## config.mk

```make
export PLATFORM = sky130hd
export DESIGN_NAME = csi_charger_status_regs
export DESIGN_NICKNAME = d
export VERILOG_FILES = /design/src/csi_pkg.sv /design/src/csi_charger_status_regs.sv
export SDC_FILE = /design/constraint.sdc
export NUM_CORES = 1
export LEC_CHECK = 0
export BUFFER_PORTS_ARGS = -buffer_cell sky130_fd_sc_hd__buf_2
export CAP_MARGIN = 20
export CORE_MARGIN = 2
export CORE_UTILIZATION = 47
export DETAILED_ROUTE_END_ITERATION = 10
export GPL_TIMING_DRIVEN = 0
export HOLD_SLACK_MARGIN = 0.1
export PLACE_DENSITY = 0.74
export SLEW_MARGIN = 5
export SYNTH_ARGS = -nofsm -noshare
export SYNTH_HDL_FRONTEND = slang
export SYNTH_SLANG_ARGS = --single-unit
```

## constraint.sdc

```tcl
create_clock -name CORE_CLK -period 2.18 [get_ports CORE_CLK]
set_input_delay 0.436 -clock CORE_CLK [delete_from_list [all_inputs] [get_ports CORE_CLK]]
set_output_delay 0.436 -clock CORE_CLK [all_outputs]
set_load 0.03 [all_outputs]
```

## src/csi_pkg.sv

```systemverilog
// Register map, field positions and timing constants of the charger status and interrupt block
package csi_pkg;
    // Register offsets on the serial register port
    localparam logic [7:0] ADDR_CHG_STATUS = 8'h01;
    localparam logic [7:0] ADDR_RAIL_STATUS = 8'h02;
    localparam logic [7:0] ADDR_CHG_MASK = 8'h03;
    localparam logic [7:0] ADDR_RAIL_MASK = 8'h04;
    localparam logic [7:0] ADDR_CHG_ACK = 8'h05;
    localparam logic [7:0] ADDR_RAIL_ACK = 8'h06;
    localparam logic [7:0] ADDR_CHG_CONFIG = 8'h07;

    // Reset values
    localparam logic [7:0] RST_STATUS = 8'h00;
    localparam logic [7:0] RST_MASK = 8'hff;
    localparam logic [7:0] RST_ACK = 8'h00;
    localparam logic [7:0] RST_CONFIG = 8'h1b;
    localparam logic [7:0] READ_UNMAPPED = 8'hff;
    // Synchroniser idle levels: the battery lid pin rests high, so its flops start high
    localparam logic [18:0] SYNC_IDLE = 19'h00200;

    // Status bit classes
    localparam logic [7:0] CHG_EDGE_BITS = 8'h21;
    localparam logic [7:0] RAIL_EDGE_BITS = 8'he0;
    localparam logic [7:0] CHG_WRCLR_BITS = 8'h1e;
    localparam logic [7:0] RAIL_IMPL_BITS = 8'hef;

    // Charger status positions
    localparam int CHG_USB = 7;
    localparam int CHG_AC = 6;
    localparam int CHG_THERM = 5;
    localparam int CHG_TERM = 4;
    localparam int CHG_TAPER = 3;
    localparam int CHG_FAST_TO = 2;
    localparam int CHG_PRE_TO = 1;
    localparam int CHG_BATT_TEMP = 0;

    // Charger configuration positions
    localparam int CFG_AUTO_WAKE_DIS = 7;
    localparam int CFG_CHG_RESET = 6;
    localparam int CFG_TIMER_EN = 5;
    localparam int CFG_RATE_MSB = 4;
    localparam int CFG_RATE_LSB = 3;
    localparam int CFG_USB_500MA = 2;
    localparam int CFG_USB_ALLOW = 1;
    localparam int CFG_CHG_EN = 0;

    // Taper timer: 30 minutes at 125 MHz
    localparam longint TAPER_TIME_MIN = 30;
    localparam longint CLK_PERIOD_PS = 8000;
    localparam longint PS_PER_SEC = 64'he8d4a51000;
    localparam longint TAPER_CYCLES = (TAPER_TIME_MIN * 60 * PS_PER_SEC) / CLK_PERIOD_PS;
    localparam int TAPER_CNT_W = 38;
endpackage

```

## src/csi_charger_status_regs.sv

```systemverilog
// Charger and rail status, mask, acknowledge and charger configuration registers with open-drain interrupt
// Functional notes
// - Charger bits 7 and 6 read 1 while USB or wall source is valid.
// - Charger bit 5 reads 1 while charging is thermally suspended.
// - Charger bit 4 reads 1 once termination current stopped charging.
// - Bit 3 follows taper comparator, or 30-minute taper timer when timers enabled.
// - Charger bits 3 to 1 read 1 when their timer expired.
// - Charger bit 0 reads 1 while battery temperature is out of range.
// - Writing 0 to bits 1 to 4 clears them and restarts the charger; others ignored.
// - Any unmasked, unacknowledged charger status bit at 1 activates the interrupt.
// - Rail bit 7 reads 1 after the power-off button request.
// - Rail bit 6 reads 1 while the battery lid pin is low.
// - Rail bit 5 flags supply lockout; rail bit 4 always reads 0.
// - Rail bits 3 and 2 flag linear regulators out of regulation when enabled.
// - Rail bits 1 and 0 flag converters; bit 0 also core-off in low power.
// - A rising rail status bit drives the interrupt low unless masked.
// - Mask bits block matching status bits; both masks reset to all ones.
// - Acknowledged bits no longer reach the interrupt output.
// - Acknowledge bits self-clear with their status bit; host cannot write them.
// - Auto-wake disable at 0 forces ON when a source is valid above lockout.
// - Config bit 6 clears charger timers; host sets then clears it.
// - Config bits 4:3 select 25, 50, 75 or 100 percent charge current.
// - Config bit 1 at 0 blocks USB charging; bit 2 picks 100 or 500 mA.
// - Config bit 0 at 0 prohibits all charging.
// - Reading a status register acknowledges every bit that reads 1.
// - Charger bits 5,0 and rail bits 7-5 edge-set; others level-set.
`timescale 1ns/1ps
module csi_charger_status_regs #(
    parameter longint TAPER_TIMEOUT_CYCLES = csi_pkg::TAPER_CYCLES
) (
    input wire logic CORE_CLK,
    input wire logic RESETN,
    // Register port from the serial engine
    input wire logic [7:0] REG_ADDR,
    input wire logic REG_WR,
    input wire logic [7:0] REG_WDATA,
    input wire logic REG_RD,
    output logic [7:0] REG_RDATA,
    // Charger condition inputs (analog side, asynchronous)
    input wire logic USB_SOURCE_VALID,
    input wire logic AC_SOURCE_VALID,
    input wire logic THERMAL_SUSPEND,
    input wire logic TERM_CURRENT_REACHED,
    input wire logic TAPER_COMPARATOR,
    input wire logic FAST_CHARGE_TIMEOUT,
    input wire logic PRECHARGE_TIMEOUT,
    input wire logic BATT_TEMP_FAULT,
    // Rail condition inputs (asynchronous)
    input wire logic POWER_OFF_BUTTON,
    input wire logic BATTERY_LID_INPUT_N,
    input wire logic SUPPLY_LOW_LOCKOUT,
    input wire logic LINEAR_REG_SECOND_BAD,
    input wire logic LINEAR_REG_FIRST_BAD,
    input wire logic MAIN_CONV_BAD,
    input wire logic CORE_CONV_BAD,
    input wire logic LINEAR_REG_SECOND_EN,
    input wire logic LINEAR_REG_FIRST_EN,
    input wire logic CORE_OFF_IN_LOW_POWER,
    input wire logic LOW_POWER_MODE,
    // Interrupt pin, open drain
    output logic INT_N_O,
    output logic INT_N_OE,
    // Charger control outputs
    output logic CHARGER_RESTART,
    output logic CHARGER_TIMER_CLEAR,
    output logic AUTO_ON_REQUEST,
    output logic [2:0] CHARGE_CURRENT_QUARTERS,
    output logic USB_CHARGE_ALLOWED,
    output logic USB_500MA_LIMIT,
    output logic CHARGE_ENABLE
);
    import csi_pkg::*;

    logic [7:0] chg_status;
    logic [7:0] rail_status;
    logic [7:0] chg_mask;
    logic [7:0] rail_mask;
    logic [7:0] chg_ack;
    logic [7:0] rail_ack;
    logic [7:0] charger_config;
    logic [18:0] sync_a;
    logic [18:0] sync_b;
    logic [7:0] chg_src;
    logic [7:0] rail_src;
    logic [7:0] chg_src_d;
    logic [7:0] rail_src_d;
    logic [7:0] next_chg_status;
    logic [7:0] next_rail_status;
    logic [7:0] next_chg_ack;
    logic [7:0] next_rail_ack;
    logic [7:0] chg_wr_clear;
    logic [TAPER_CNT_W-1:0] taper_count;
    logic taper_expired;
    logic taper_q;
    logic rd_chg;
    logic rd_rail;
    logic wr_chg;
    logic int_active;

    // Rate select to quarters of the resistor-set maximum: 00 -> 1/4 .. 11 -> 4/4
    function automatic logic [2:0] rate_quarters(input logic [1:0] sel);
        rate_quarters = {1'b0, sel} + 3'h1;
    endfunction

    // Mask of bits whose pending interrupt is live
    function automatic logic [7:0] live_bits(input logic [7:0] st, input logic [7:0] mk, input logic [7:0] ak);
        live_bits = st & ~mk & ~ak;
    endfunction

    // Two-flop synchroniser for every asynchronous condition input
    always_ff @(posedge CORE_CLK or negedge RESETN) begin
        if (!RESETN) begin
            sync_a <= SYNC_IDLE; // Zero here would fake a lid edge after reset
            sync_b <= SYNC_IDLE;
        end else begin
            sync_a <= {USB_SOURCE_VALID, AC_SOURCE_VALID, THERMAL_SUSPEND, TERM_CURRENT_REACHED,
                       TAPER_COMPARATOR, FAST_CHARGE_TIMEOUT, PRECHARGE_TIMEOUT, BATT_TEMP_FAULT,
                       POWER_OFF_BUTTON, BATTERY_LID_INPUT_N, SUPPLY_LOW_LOCKOUT,
                       LINEAR_REG_SECOND_BAD, LINEAR_REG_FIRST_BAD, MAIN_CONV_BAD, CORE_CONV_BAD,
                       LINEAR_REG_SECOND_EN, LINEAR_REG_FIRST_EN, CORE_OFF_IN_LOW_POWER, LOW_POWER_MODE};
            sync_b <= sync_a;
        end
    end

    assign taper_q = sync_b[14];

    // Register port decode
    assign rd_chg = REG_RD && (REG_ADDR == ADDR_CHG_STATUS);
    assign rd_rail = REG_RD && (REG_ADDR == ADDR_RAIL_STATUS);
    assign wr_chg = REG_WR && (REG_ADDR == ADDR_CHG_STATUS);
    assign chg_wr_clear = wr_chg ? (~REG_WDATA & CHG_WRCLR_BITS) : 8'h00;

    // Taper timer runs while the comparator trips and timers are enabled
    always_ff @(posedge CORE_CLK or negedge RESETN) begin
        if (!RESETN) begin
            taper_count <= '0;
        end else if (!taper_q || !charger_config[CFG_TIMER_EN] || charger_config[CFG_CHG_RESET]
                     || CHARGER_RESTART) begin
            taper_count <= '0;
        end else if (!taper_expired) begin
            taper_count <= taper_count + 1'b1;
        end
    end

    assign taper_expired = (taper_count >= TAPER_CNT_W'(TAPER_TIMEOUT_CYCLES - 1));

    // Condition sources in status bit order
    always_comb begin
        chg_src = sync_b[18:11];
        chg_src[CHG_TAPER] = charger_config[CFG_TIMER_EN] ? taper_expired : taper_q;
        rail_src = {sync_b[10], ~sync_b[9], sync_b[8], 1'b0,
                    sync_b[7] & sync_b[3], sync_b[6] & sync_b[2],
                    sync_b[5], sync_b[4] | (sync_b[1] & sync_b[0])};
    end

    // Previous source levels for rising-edge capture
    always_ff @(posedge CORE_CLK or negedge RESETN) begin
        if (!RESETN) begin
            chg_src_d <= '0;
            rail_src_d <= '0;
        end else begin
            chg_src_d <= chg_src;
            rail_src_d <= rail_src;
        end
    end

    // Next status: edge bits hold until read and source low, level bits follow source
    always_comb begin
        next_chg_status = ((chg_status | (chg_src & ~chg_src_d)) & ~(~chg_src & chg_ack) & CHG_EDGE_BITS)
                        | (chg_src & ~chg_wr_clear & ~CHG_EDGE_BITS);
        next_rail_status = (((rail_status | (rail_src & ~rail_src_d)) & ~(~rail_src & rail_ack) & RAIL_EDGE_BITS)
                         | (rail_src & ~RAIL_EDGE_BITS)) & RAIL_IMPL_BITS;
        // A read acknowledges bits reading 1; an ack drops once its status is gone
        next_chg_ack = (chg_ack | (rd_chg ? chg_status : 8'h00)) & next_chg_status;
        next_rail_ack = (rail_ack | (rd_rail ? rail_status : 8'h00)) & next_rail_status;
    end

    // Status and acknowledge storage
    always_ff @(posedge CORE_CLK or negedge RESETN) begin
        if (!RESETN) begin
            chg_status <= RST_STATUS;
            rail_status <= RST_STATUS;
            chg_ack <= RST_ACK;
            rail_ack <= RST_ACK;
        end else begin
            chg_status <= next_chg_status;
            rail_status <= next_rail_status;
            chg_ack <= next_chg_ack;
            rail_ack <= next_rail_ack;
        end
    end

    // Writable registers; status and ack registers ignore other writes
    always_ff @(posedge CORE_CLK or negedge RESETN) begin
        if (!RESETN) begin
            chg_mask <= RST_MASK;
            rail_mask <= RST_MASK;
            charger_config <= RST_CONFIG;
        end else if (REG_WR) begin
            if (REG_ADDR == ADDR_CHG_MASK) begin
                chg_mask <= REG_WDATA;
            end
            if (REG_ADDR == ADDR_RAIL_MASK) begin
                rail_mask <= REG_WDATA;
            end
            if (REG_ADDR == ADDR_CHG_CONFIG) begin
                charger_config <= REG_WDATA;
            end
        end
    end

    // Charger restart pulse when software clears a timeout or termination bit
    always_ff @(posedge CORE_CLK or negedge RESETN) begin
        if (!RESETN) begin
            CHARGER_RESTART <= 1'b0;
        end else begin
            CHARGER_RESTART <= |chg_wr_clear;
        end
    end

    // Read data is captured at the strobe so later events are not lost during shift-out
    always_ff @(posedge CORE_CLK or negedge RESETN) begin
        if (!RESETN) begin
            REG_RDATA <= 8'h00;
        end else if (REG_RD) begin
            unique case (REG_ADDR)
                ADDR_CHG_STATUS: REG_RDATA <= chg_status;
                ADDR_RAIL_STATUS: REG_RDATA <= rail_status;
                ADDR_CHG_MASK: REG_RDATA <= chg_mask;
                ADDR_RAIL_MASK: REG_RDATA <= rail_mask;
                ADDR_CHG_ACK: REG_RDATA <= chg_ack;
                ADDR_RAIL_ACK: REG_RDATA <= rail_ack;
                ADDR_CHG_CONFIG: REG_RDATA <= charger_config;
                default: REG_RDATA <= READ_UNMAPPED;
            endcase
        end
    end

    // Interrupt: only unmasked, unacknowledged bits pull the pin low
    assign int_active = |live_bits(chg_status, chg_mask, chg_ack)
                      | |live_bits(rail_status, rail_mask, rail_ack);
    assign INT_N_O = 1'b0;
    assign INT_N_OE = int_active;

    // Charger control decode from the configuration register
    assign CHARGER_TIMER_CLEAR = charger_config[CFG_CHG_RESET];
    assign AUTO_ON_REQUEST = !charger_config[CFG_AUTO_WAKE_DIS] && (chg_status[CHG_USB] || chg_status[CHG_AC])
                           && !sync_b[8];
    assign CHARGE_CURRENT_QUARTERS = rate_quarters(charger_config[CFG_RATE_MSB:CFG_RATE_LSB]);
    assign CHARGE_ENABLE = charger_config[CFG_CHG_EN];
    assign USB_CHARGE_ALLOWED = charger_config[CFG_CHG_EN] && charger_config[CFG_USB_ALLOW];
    // 500 mA choice only matters while USB charging is allowed
    assign USB_500MA_LIMIT = USB_CHARGE_ALLOWED && charger_config[CFG_USB_500MA];
endmodule

```

# == Word-level counts from Yosys, hierarchy flattened ==
# Index checks and enable logic that the tools add are counted.
# op_classes
n_addsub,2
mul,0
n_reduce_logical,21
n_mux,7
shift,0
n_lt_le_gt_ge,1
bitwise,37
div,0
eq_ne,8
# ops
operator,n
$and 8x8->8,10
$mux 38,2
$not 8->8,7
$pmux 8 s7,1
$add 38x1->38 const B,1
$ge 38x38->1 const B,1
$eq 8x3->1 const B,4
$or 8x8->8,3
$reduce_or 8->1,3
$and 6x6->6,3
$not 6->6,3
$eq 8x2->1 const B,2
$mux 8,2
$eq 8x1->1 const B,1
$not 5->8,1
$or 6x8->8,1
$or 8x4->8,1
$logic_and 1x1->1,7
$or 6x6->6,1
$reduce_and 2->1,3
$mux 5,1
$not 5->5,1
$logic_not 1->1,4
$logic_or 1x1->1,4
6 further kinds,9
# word_totals
mem_count,0
latch_bits,0
wordCells,90
out_inout_bits,19
mem_bits_rw,0
input_bits,39
register_bits,153
mem_bits_ro,0

# == Logic depth before layout (Yosys ltp) ==
# Gate-level depths: netlist of run 1.
# depth
depth_word,8
ltp_mapped,9
ltp_nobuf,7

# == Worst setup path after synthesis of run 1 ==
# OpenSTA, ideal clock, no wires.
# synth_timing
path_type,reg2reg
startpoint,register taper_count[0]
endpoint,register taper_count[9]
required_ns,2.050
arrival_time_ns,2.227
path_slack_ns,-0.176
period_less_slack_ns,2.356
setup_time_ns,0.130
n_path_buf,2
stages_incl_launch_ff,10
path_cell_list,dfrtp_1 > ha_1 > and3_1 > and4_1 > a2111oi_4 > o21ai_2 > buf_2 > buf_2 > o211ai_1 > o31ai_1
# synth_between
elab_chain_cells,3
elab_cells_between_ends,5
classes_between,add/sub (1); order compare (1); eq/ne (1); mux (2)
# synth_lines
element,line_no,source
"start, declared",csi_charger_status_regs.sv:92,logic [TAPER_CNT_W-1:0] taper_count;
"start signal, assigned",csi_charger_status_regs.sv:141,taper_count <= taper_count + 1'b1;
$add 38x1->38,csi_charger_status_regs.sv:141,
$mux 38,csi_charger_status_regs.sv:140,end else if (!taper_expired) begin
$mux 38,csi_charger_status_regs.sv:137,end else if (!taper_q || !charger_config[CFG_TIMER_EN] || charger_config[CFG_CHG_RESET]
# Several ways; a longest one is shown, not always the timed one. The select of a mux whose other input is x is not followed.
# A chain may end at the register's enable or synchronous reset.

# == Worst setup path in the final report of run 1 ==
# layout_timing
startpoint,register rail_mask[0]
endpoint,output port INT_N_OE
# layout_between
elab_chain_cells,5
# layout_lines
element,line_no,source
"start, declared",csi_charger_status_regs.sv:77,logic [7:0] rail_mask;
"start signal, assigned",csi_charger_status_regs.sv:197,rail_mask <= RST_MASK;
"start signal, assigned",csi_charger_status_regs.sv:204,rail_mask <= REG_WDATA;
$not 8->8,csi_charger_status_regs.sv:107,live_bits = st & ~mk & ~ak;
$and 8x8->8 (2 in a row),csi_charger_status_regs.sv:107,
$reduce_or 8->1,csi_charger_status_regs.sv:241,"| |live_bits(rail_status, rail_mask, rail_ack);"
$or 1x1->1,csi_charger_status_regs.sv:241,
"end, declared",csi_charger_status_regs.sv:62,"output logic INT_N_OE,"
# No other way between the ends.

==> impl_metrics.yaml, run 1 <==
status:
  status: "finished with violations"
  violations: "negative setup slack"
drt:
  dr.first_iter.drc_count: 647
  detail-route-antenna-nets: 0
  drcViolationCount: 0
  drt_wl_total_um: 17600
  vias_per_cell: 6.15
  vias: 5361
  wl_per_cell_um: 20.2
  firstDrtPassIters: 6
die:
  core_um2: 12700
  start_util_pct: 48.7
  fp.dieW_um: 119
  fp.dieArea_um2: 14100
  rows: 41
  ios: 58
  die_y_um: 119
sta:
  slew_violations: 0
  hold_viol_final: 0
  finalCritPeriodShare_pct: 111
  fin_tns_setup_ps: -2320
  fin_ws_ps: -241
  period_minus_slack_ps: 2420
  fmax_ghz: 0.413
  max_slew_margin_pct: 52.5
  rsz0062_at_grt: "true"
  worst_pin_slew_ps: 711
  setup_violations: 30
  fin_skew_ps: 15.0
worst_setup_path:
  worst-r2r-cell-count: 8
  cpMaxStageDelayCell: "dfstp_2"
  worstSetupPathType: "reg -> out"
  cp_data_required_time_ps: 1740
  worst_setup_path_start_kind: "register"
  r2r_start: "taper_count[10]"
  crit_family: "simple AND/OR/NAND/NOR gates"
  ff2ff_setup_slack_ps: -110
  crit_path_end_kind: "output port"
  crit_buf_inv: 1
  r2r_end: "taper_count[29]"
  critPathMaxStageDelay_ps: 540
  path_max_fanout: 3
  worstPathArrival_ps: 1990
  cp_cell_sequence: "nor2_1 -> a22oi_1 -> nand4_1 -> or4_4 -> buf_6"
logic_synthesis:
  synth_edf_count: 0
  ys_seq_area_share_pct: 58.6
  synth_adder_area_share_pct: 0.404
  yosys_warnings: 0
  synth_top_area_cell: "dfrtp_1"
  synth.area.mux_share_pct: 5.35
  synth-xor-area-share_pct: 1.13
  synth_compound_area_share_pct: 14.7
  ys_types: 49
  syn_inst: 569
  synth_fp_nets: 610
  synth_area_um2: 6200
  ys.flop_type: "dfrtp_1"
  synth-seq-cells: 144
  synth-simple-area-share_pct: 17.4
  post-synth-top-area-fraction_pct: 49.3
  ys_async_sr_fraction_pct: 100
  synth_top_family_by_area: "simple AND/OR/NAND/NOR gates"
  syn_avg_cell_area_um2: 10.9
  yosys-top-cells-area: "dfrtp_1 (49%), dfstp_2 (9.3%), a21oi_1 (3.6%)"
placed_design:
  dp.cells: 796
  pre_cts_ws_ps: -598
  place_area_um2: 6740
  hpwl_um: 10200
  place.gp.congestion: 0.910
  io_buffers: 54
global_route:
  globalRouteOverflowTotal: 0
  grt_pass1_wl_um: 27100
  grt_max_degree: 76
  grt_antenna_before_repair: 0
  grt_pass1_vias: 5304
  grt_usage_pct: 24.7
cells_and_area:
  syn2layout_area_growth_pct: 31.1
  utilization_pct: 63.8
  final_cell_count_no_fill: 871
  drive_above_1_share_pct: 36.8
  layout.nets: 727
  n_antenna_cell: 0
  final_common_cell: "dfrtp_1"
  mostFrequentLayoutCells: "dfrtp_1 (115), buf_2 (52), nand2_1 (43), nor2_1 (37), buf_4 (35)"
  finalInstanceArea_um2: 8120
cts:
  cts.sinks: 144
  worstSkewPairLatency_ps: 420
  cts_root_buf: "clkbuf_16"
  numCtsBuffers: 17
  h-tree-depth: 4
  cts_buffer_depth: 2
  clk_pin_slew_ps: 60
  cts_tree: "built"
worst_hold_path:
  hp-class: "in -> reg"
  whs_path_depth: 1
  min_from: "TERM_CURRENT_REACHED"
  min_to: "sync_a[15]"
power_and_ir_drop:
  power.density_nw_per_um2: 720
  leakagePower_uw: 0.00334
  ir_worst_vdd_mv: 0.756
job:
  drv_cap: 0
repair_timing:
| action | CTS | global route |
|---|---|---|
| endpoints found under the setup margin | 55 | 59 |
| gates resized for setup | 54 | 67 |
| gates cloned | 6 | 0 |
| setup buffers | 20 | 18 |
| endpoints found under the hold margin | 49 | 2 |
| hold buffers | 1 | 2 |
| pin swaps | 49 | 22 |
synthesized netlist by cell type, drive strengths merged (13+ instances only):
cell type  instances
a21oi             44
or3               18
or4               13
o211ai            15
nor2              42
nand4             14
nand3             19
a22oi             15
dfrtp            122
mux2              25
o21ai             36
inv               16
nand2             48
dfstp             22
how the worst max path moves through the flow:
stage / startpoint / to / slack [ps] / cells after the start
floorplan: taper_count[0] / taper_count[13] / -4 / 7
global placement: RESETN / sync_a[0] / -1220 / 1
detailed placement: REG_ADDR[4] / charger_config[2] / -600 / 7
CTS: rail_mask[0] / INT_N_OE / -280 / 5
global route: rail_mask[0] / INT_N_OE / -300 / 5
finish: rail_mask[0] / INT_N_OE / -240 / 5
metal layers:
layer / track usage (%) / vias to the layer above / part of all wire, %
li1: - / 2331 / -
met2: 39.0 / 297 / 48
met5: 0 / - / 0
met3: 8.24 / 70 / 9.0
met1: 31.0 / 2663 / 39
met4: 11.3 / 0 / 3.4
registers in the layout, indices dropped and copies added (netlist names):
signal           flops
taper_count         38
sync_a              19
sync_b              19
REG_RDATA            8
charger_config       8
chg_ack              8
chg_mask             8
chg_status           8
rail_mask            8
rail_ack             7
rail_status          7
rail_src_d           3
chg_src_d            2
CHARGER_RESTART      1
cells by family (layout without fill, tap and decap cells):
logic type                 Yosys count  after routing
buffers and inverters               36            164
adders and majority gates            2              2
xor gates and xnor gates             8              8
AOI/OAI and AO/OA                  144            146
and+or+nand+nor                    204            204
other                                1              1
muxes                               30             30
DFF                                144            144
through the flow:
stage               hold slack [ps]  power [uW]
detailed placement              336        3120
global placement                332        3100
global route                    100        6050
CTS                             103        5860
finish                          118        5850
floorplan                       140        2960
layout make-up:
class / count / area [um^2]
Clock buffer: 18 / 429
Tap cell: 172 / 215
Buffer: 16 / 100
Fill cell: 991 / 4600
Inverter: 16 / 60.1
Timing Repair Buffer: 100 / 679
Clock inverter: 14 / 133
Sequential cell: 144 / 3640
Multi-Input combinational cell: 391 / 2870
worst reg2reg max path, stage by stage (launching register included):
cell and delay [ps]:
dfrtp_1 490, o21ai_1 360, a221oi_4 120, a2111oi_4 310
buf_6 200, o21ai_4 100, buf_6 180, or3_4 330
a21oi_2 130
where the power goes:
part | total [uW] | internal [uW] | switching, uW
sequential | 2820 | 2770 | 51.9
combinational | 270 | 94.4 | 176
clock | 2760 | 1580 | 1180
Power figures use the tool's default switching activity.
==> run 2: changes to the inputs <==
BUFFER_PORTS_ARGS = -buffer_cell sky130_fd_sc_hd__buf_4   (was -buffer_cell sky130_fd_sc_hd__buf_2)
CORE_UTILIZATION = 40   (was 47)
PLACE_DENSITY = 0.66   (was 0.74)
==> run 2 against run 1 <==
Register-to-register slack got worse by 40 ps. Core utilization fell by 8.8 points. First-iteration DRC count fell by 24%. Total power rose by 5.2%. Sequential share of layout area fell by 1.2 points. Worst setup slack got worse by 28 ps. Flip-flop and latch count did not move. Non-clock buffer count rose by 4. Clock power rose by 9.8%. Maximum frequency fell by 1.1%. Cell count rose by 2.3%. The run still ends with negative setup slack left. Critical endpoint unchanged.
==> impl_metrics.yaml, run 2 (synthesis results as in run 1) <==
status:
  status: "finished with violations"
  violations: "negative setup slack"
drt:
  wl_per_cell_um: 18.9
  vias_per_cell: 5.85
  detail-route-antenna-nets: 0
  drt_wl_total_um: 16800
  drcViolationCount: 0
  firstDrtPassIters: 5
  vias: 5208
  dr.first_iter.drc_count: 494
worst_setup_path:
  r2r_end: "taper_count[22]"
  crit_buf_inv: 1
  worstPathArrival_ps: 2010
  crit_family: "simple AND/OR/NAND/NOR gates"
  worst_setup_path_start_kind: "register"
  cp_cell_sequence: "nor2_1 -> a22oi_1 -> o211ai_1 -> or4_4 -> buf_6"
  critPathMaxStageDelay_ps: 550
  cp_data_required_time_ps: 1740
  ff2ff_setup_slack_ps: -150
  crit_path_end_kind: "output port"
  cpMaxStageDelayCell: "dfstp_2"
  worst-r2r-cell-count: 10
  crit_end: "INT_N_OE"
  worstSetupPathType: "reg -> out"
  path_depth: 5
  r2r_start: "taper_count[1]"
  crit_path_start: "rail_mask[5]"
  path_max_fanout: 2
cells_and_area:
  layout.nets: 731
  final_common_cell: "dfrtp_1"
  largest_reg_flops: 38
  mostFrequentLayoutCells: "dfrtp_1 (118), buf_4 (75), nand2_1 (43), nor2_1 (38), a21oi_1 (28)"
  fillers: 1229
  finalInstanceArea_um2: 8340
  n_antenna_cell: 0
  syn2layout_area_growth_pct: 34.6
  multiInputGateArea_um2: 2800
  layout.area.seq_um2: 3640
  drive_above_1_share_pct: 33.6
  top_register: "taper_count"
  top_regs: "taper_count: 38 flops, sync_a: 19 flops, sync_b: 19 flops"
cts:
  cts_tree: "built"
  cts.sinks: 144
  numCtsBuffers: 17
  cts_root_buf: "clkbuf_16"
  worstSkewPairLatency_ps: 430
  clk_pin_slew_ps: 60
  h-tree-depth: 4
  cts_buffer_depth: 2
global_route:
  grt_pass1_vias: 4955
  grt_pass1_wl_um: 25800
  grt_antenna_before_repair: 0
  grt_usage_pct: 20.4
  globalRouteOverflowTotal: 0
  grt_max_degree: 101
power_and_ir_drop:
  power.density_nw_per_um2: 738
  leakagePower_uw: 0.00341
  ir_worst_vdd_mv: 0.537
  total_power_uw: 6150
sta:
  setup_violations: 24
  slew_violations: 0
  hold_viol_final: 0
  fin_ws_ps: -269
  period_minus_slack_ps: 2450
  fmax_ghz: 0.408
  finalCritPeriodShare_pct: 112
  worst_pin_slew_ps: 743
  rsz0062_at_grt: "true"
  max_slew_margin_pct: 50.5
  fin_skew_ps: 8.49
placed_design:
  hpwl_um: 10300
  io_buffers: 54
  place.gp.congestion: 0.881
  place_area_um2: 6900
die:
  fp.dieArea_um2: 16500
  die_y_um: 128
  core_um2: 15100
  start_util_pct: 40.9
  ios: 58
  fp.dieW_um: 128
  rows: 45
job:
  drv_cap: 0
worst_hold_path:
  hp-class: "in -> reg"
[run 2: cell types whose count changed in the layout (fill, tap and decap cells not counted), moves of 3 or more]
cell | before | now
or3_1 | 6 | 9
buf_4 | 35 | 75
or3_4 | 12 | 9
dfrtp_2 | 7 | 4
dlygate4sd3_1 | 3 | 16
dfrtp_1 | 115 | 118
buf_2 | 52 | 1
[run 2: timing repair]
item | CTS | global route
hold buffers | 3 | 13
setup endpoints to repair | 55 | 52
pin swaps | 29 | 29
gates cloned | 4 | 1
endpoints found under the hold margin | 35 | 13
gates resized for setup | 38 | 61
setup buffers | 16 | 14
[run 2: metrics by stage]
step	instances	hold WS [ps]	TNS (ps)	setup slack (ps)	util, %
floorplan	569	140	-4.19	-4.19	-
global placement	811	333	-27480	-634	45.3
detailed placement	812	335	-29510	-640	45.5
CTS	864	101	-1420	-286	52.0
global route	891	101	-4590	-337	55.1
finish	891	121	-1870	-269	55.1
[run 2: worst reg2reg max path: stages, from the launching register on]
cell       delay (ps)
dfrtp_1           390
ha_2              200
and3_4            180
and4_4            160
a2111oi_4         310
buf_6             220
buf_12            120
o21ai_4            70
buf_8             150
or3_4             330
a21oi_2           140
[run 2: how the worst min path moves through the flow]
stage,depth (start not counted),endpoint,startpoint,slack [ps]
final,1,sync_a[13],FAST_CHARGE_TIMEOUT,120
after global routing,1,sync_a[16],THERMAL_SUSPEND,100
after global placement,0,sync_b[0],sync_a[0],330
after detailed placement,0,sync_b[8],sync_a[8],330
after CTS,1,sync_a[2],LINEAR_REG_FIRST_EN,100
after floorplan,0,CHARGER_RESTART,RESETN,140
[run 2: area by class of cell]
| cell class | count | area share (%) |
|---|---|---|
| Buffer | 16 | 1.18 |
| Clock buffer | 18 | 5.26 |
| Multi-Input combinational cell | 391 | 33.6 |
| Clock inverter | 14 | 2.14 |
| Timing Repair Buffer | 104 | 10.7 |
| Inverter | 16 | 0.720 |
| Sequential cell | 144 | 43.6 |
| Tap cell | 188 | 2.82 |
[run 2: layer usage]
metal	share of wire [%]	GRT usage (%)	vias up
met5	0	0	-
met4	2.6	8.47	0
met3	6.7	5.95	49
met2	48	30.8	238
met1	43	27.8	2579
li1	-	-	2342
[run 2: power by group]
group / total, uW / leakage, uW / internal (uW) / switching, uW
sequential: 2820 / 0.00174 / 2770 / 52.8
clock: 3030 / 0.000300 / 1850 / 1180
combinational: 308 / 0.00137 / 130 / 178
total: 6150 / 0.00341 / 4750 / 1410
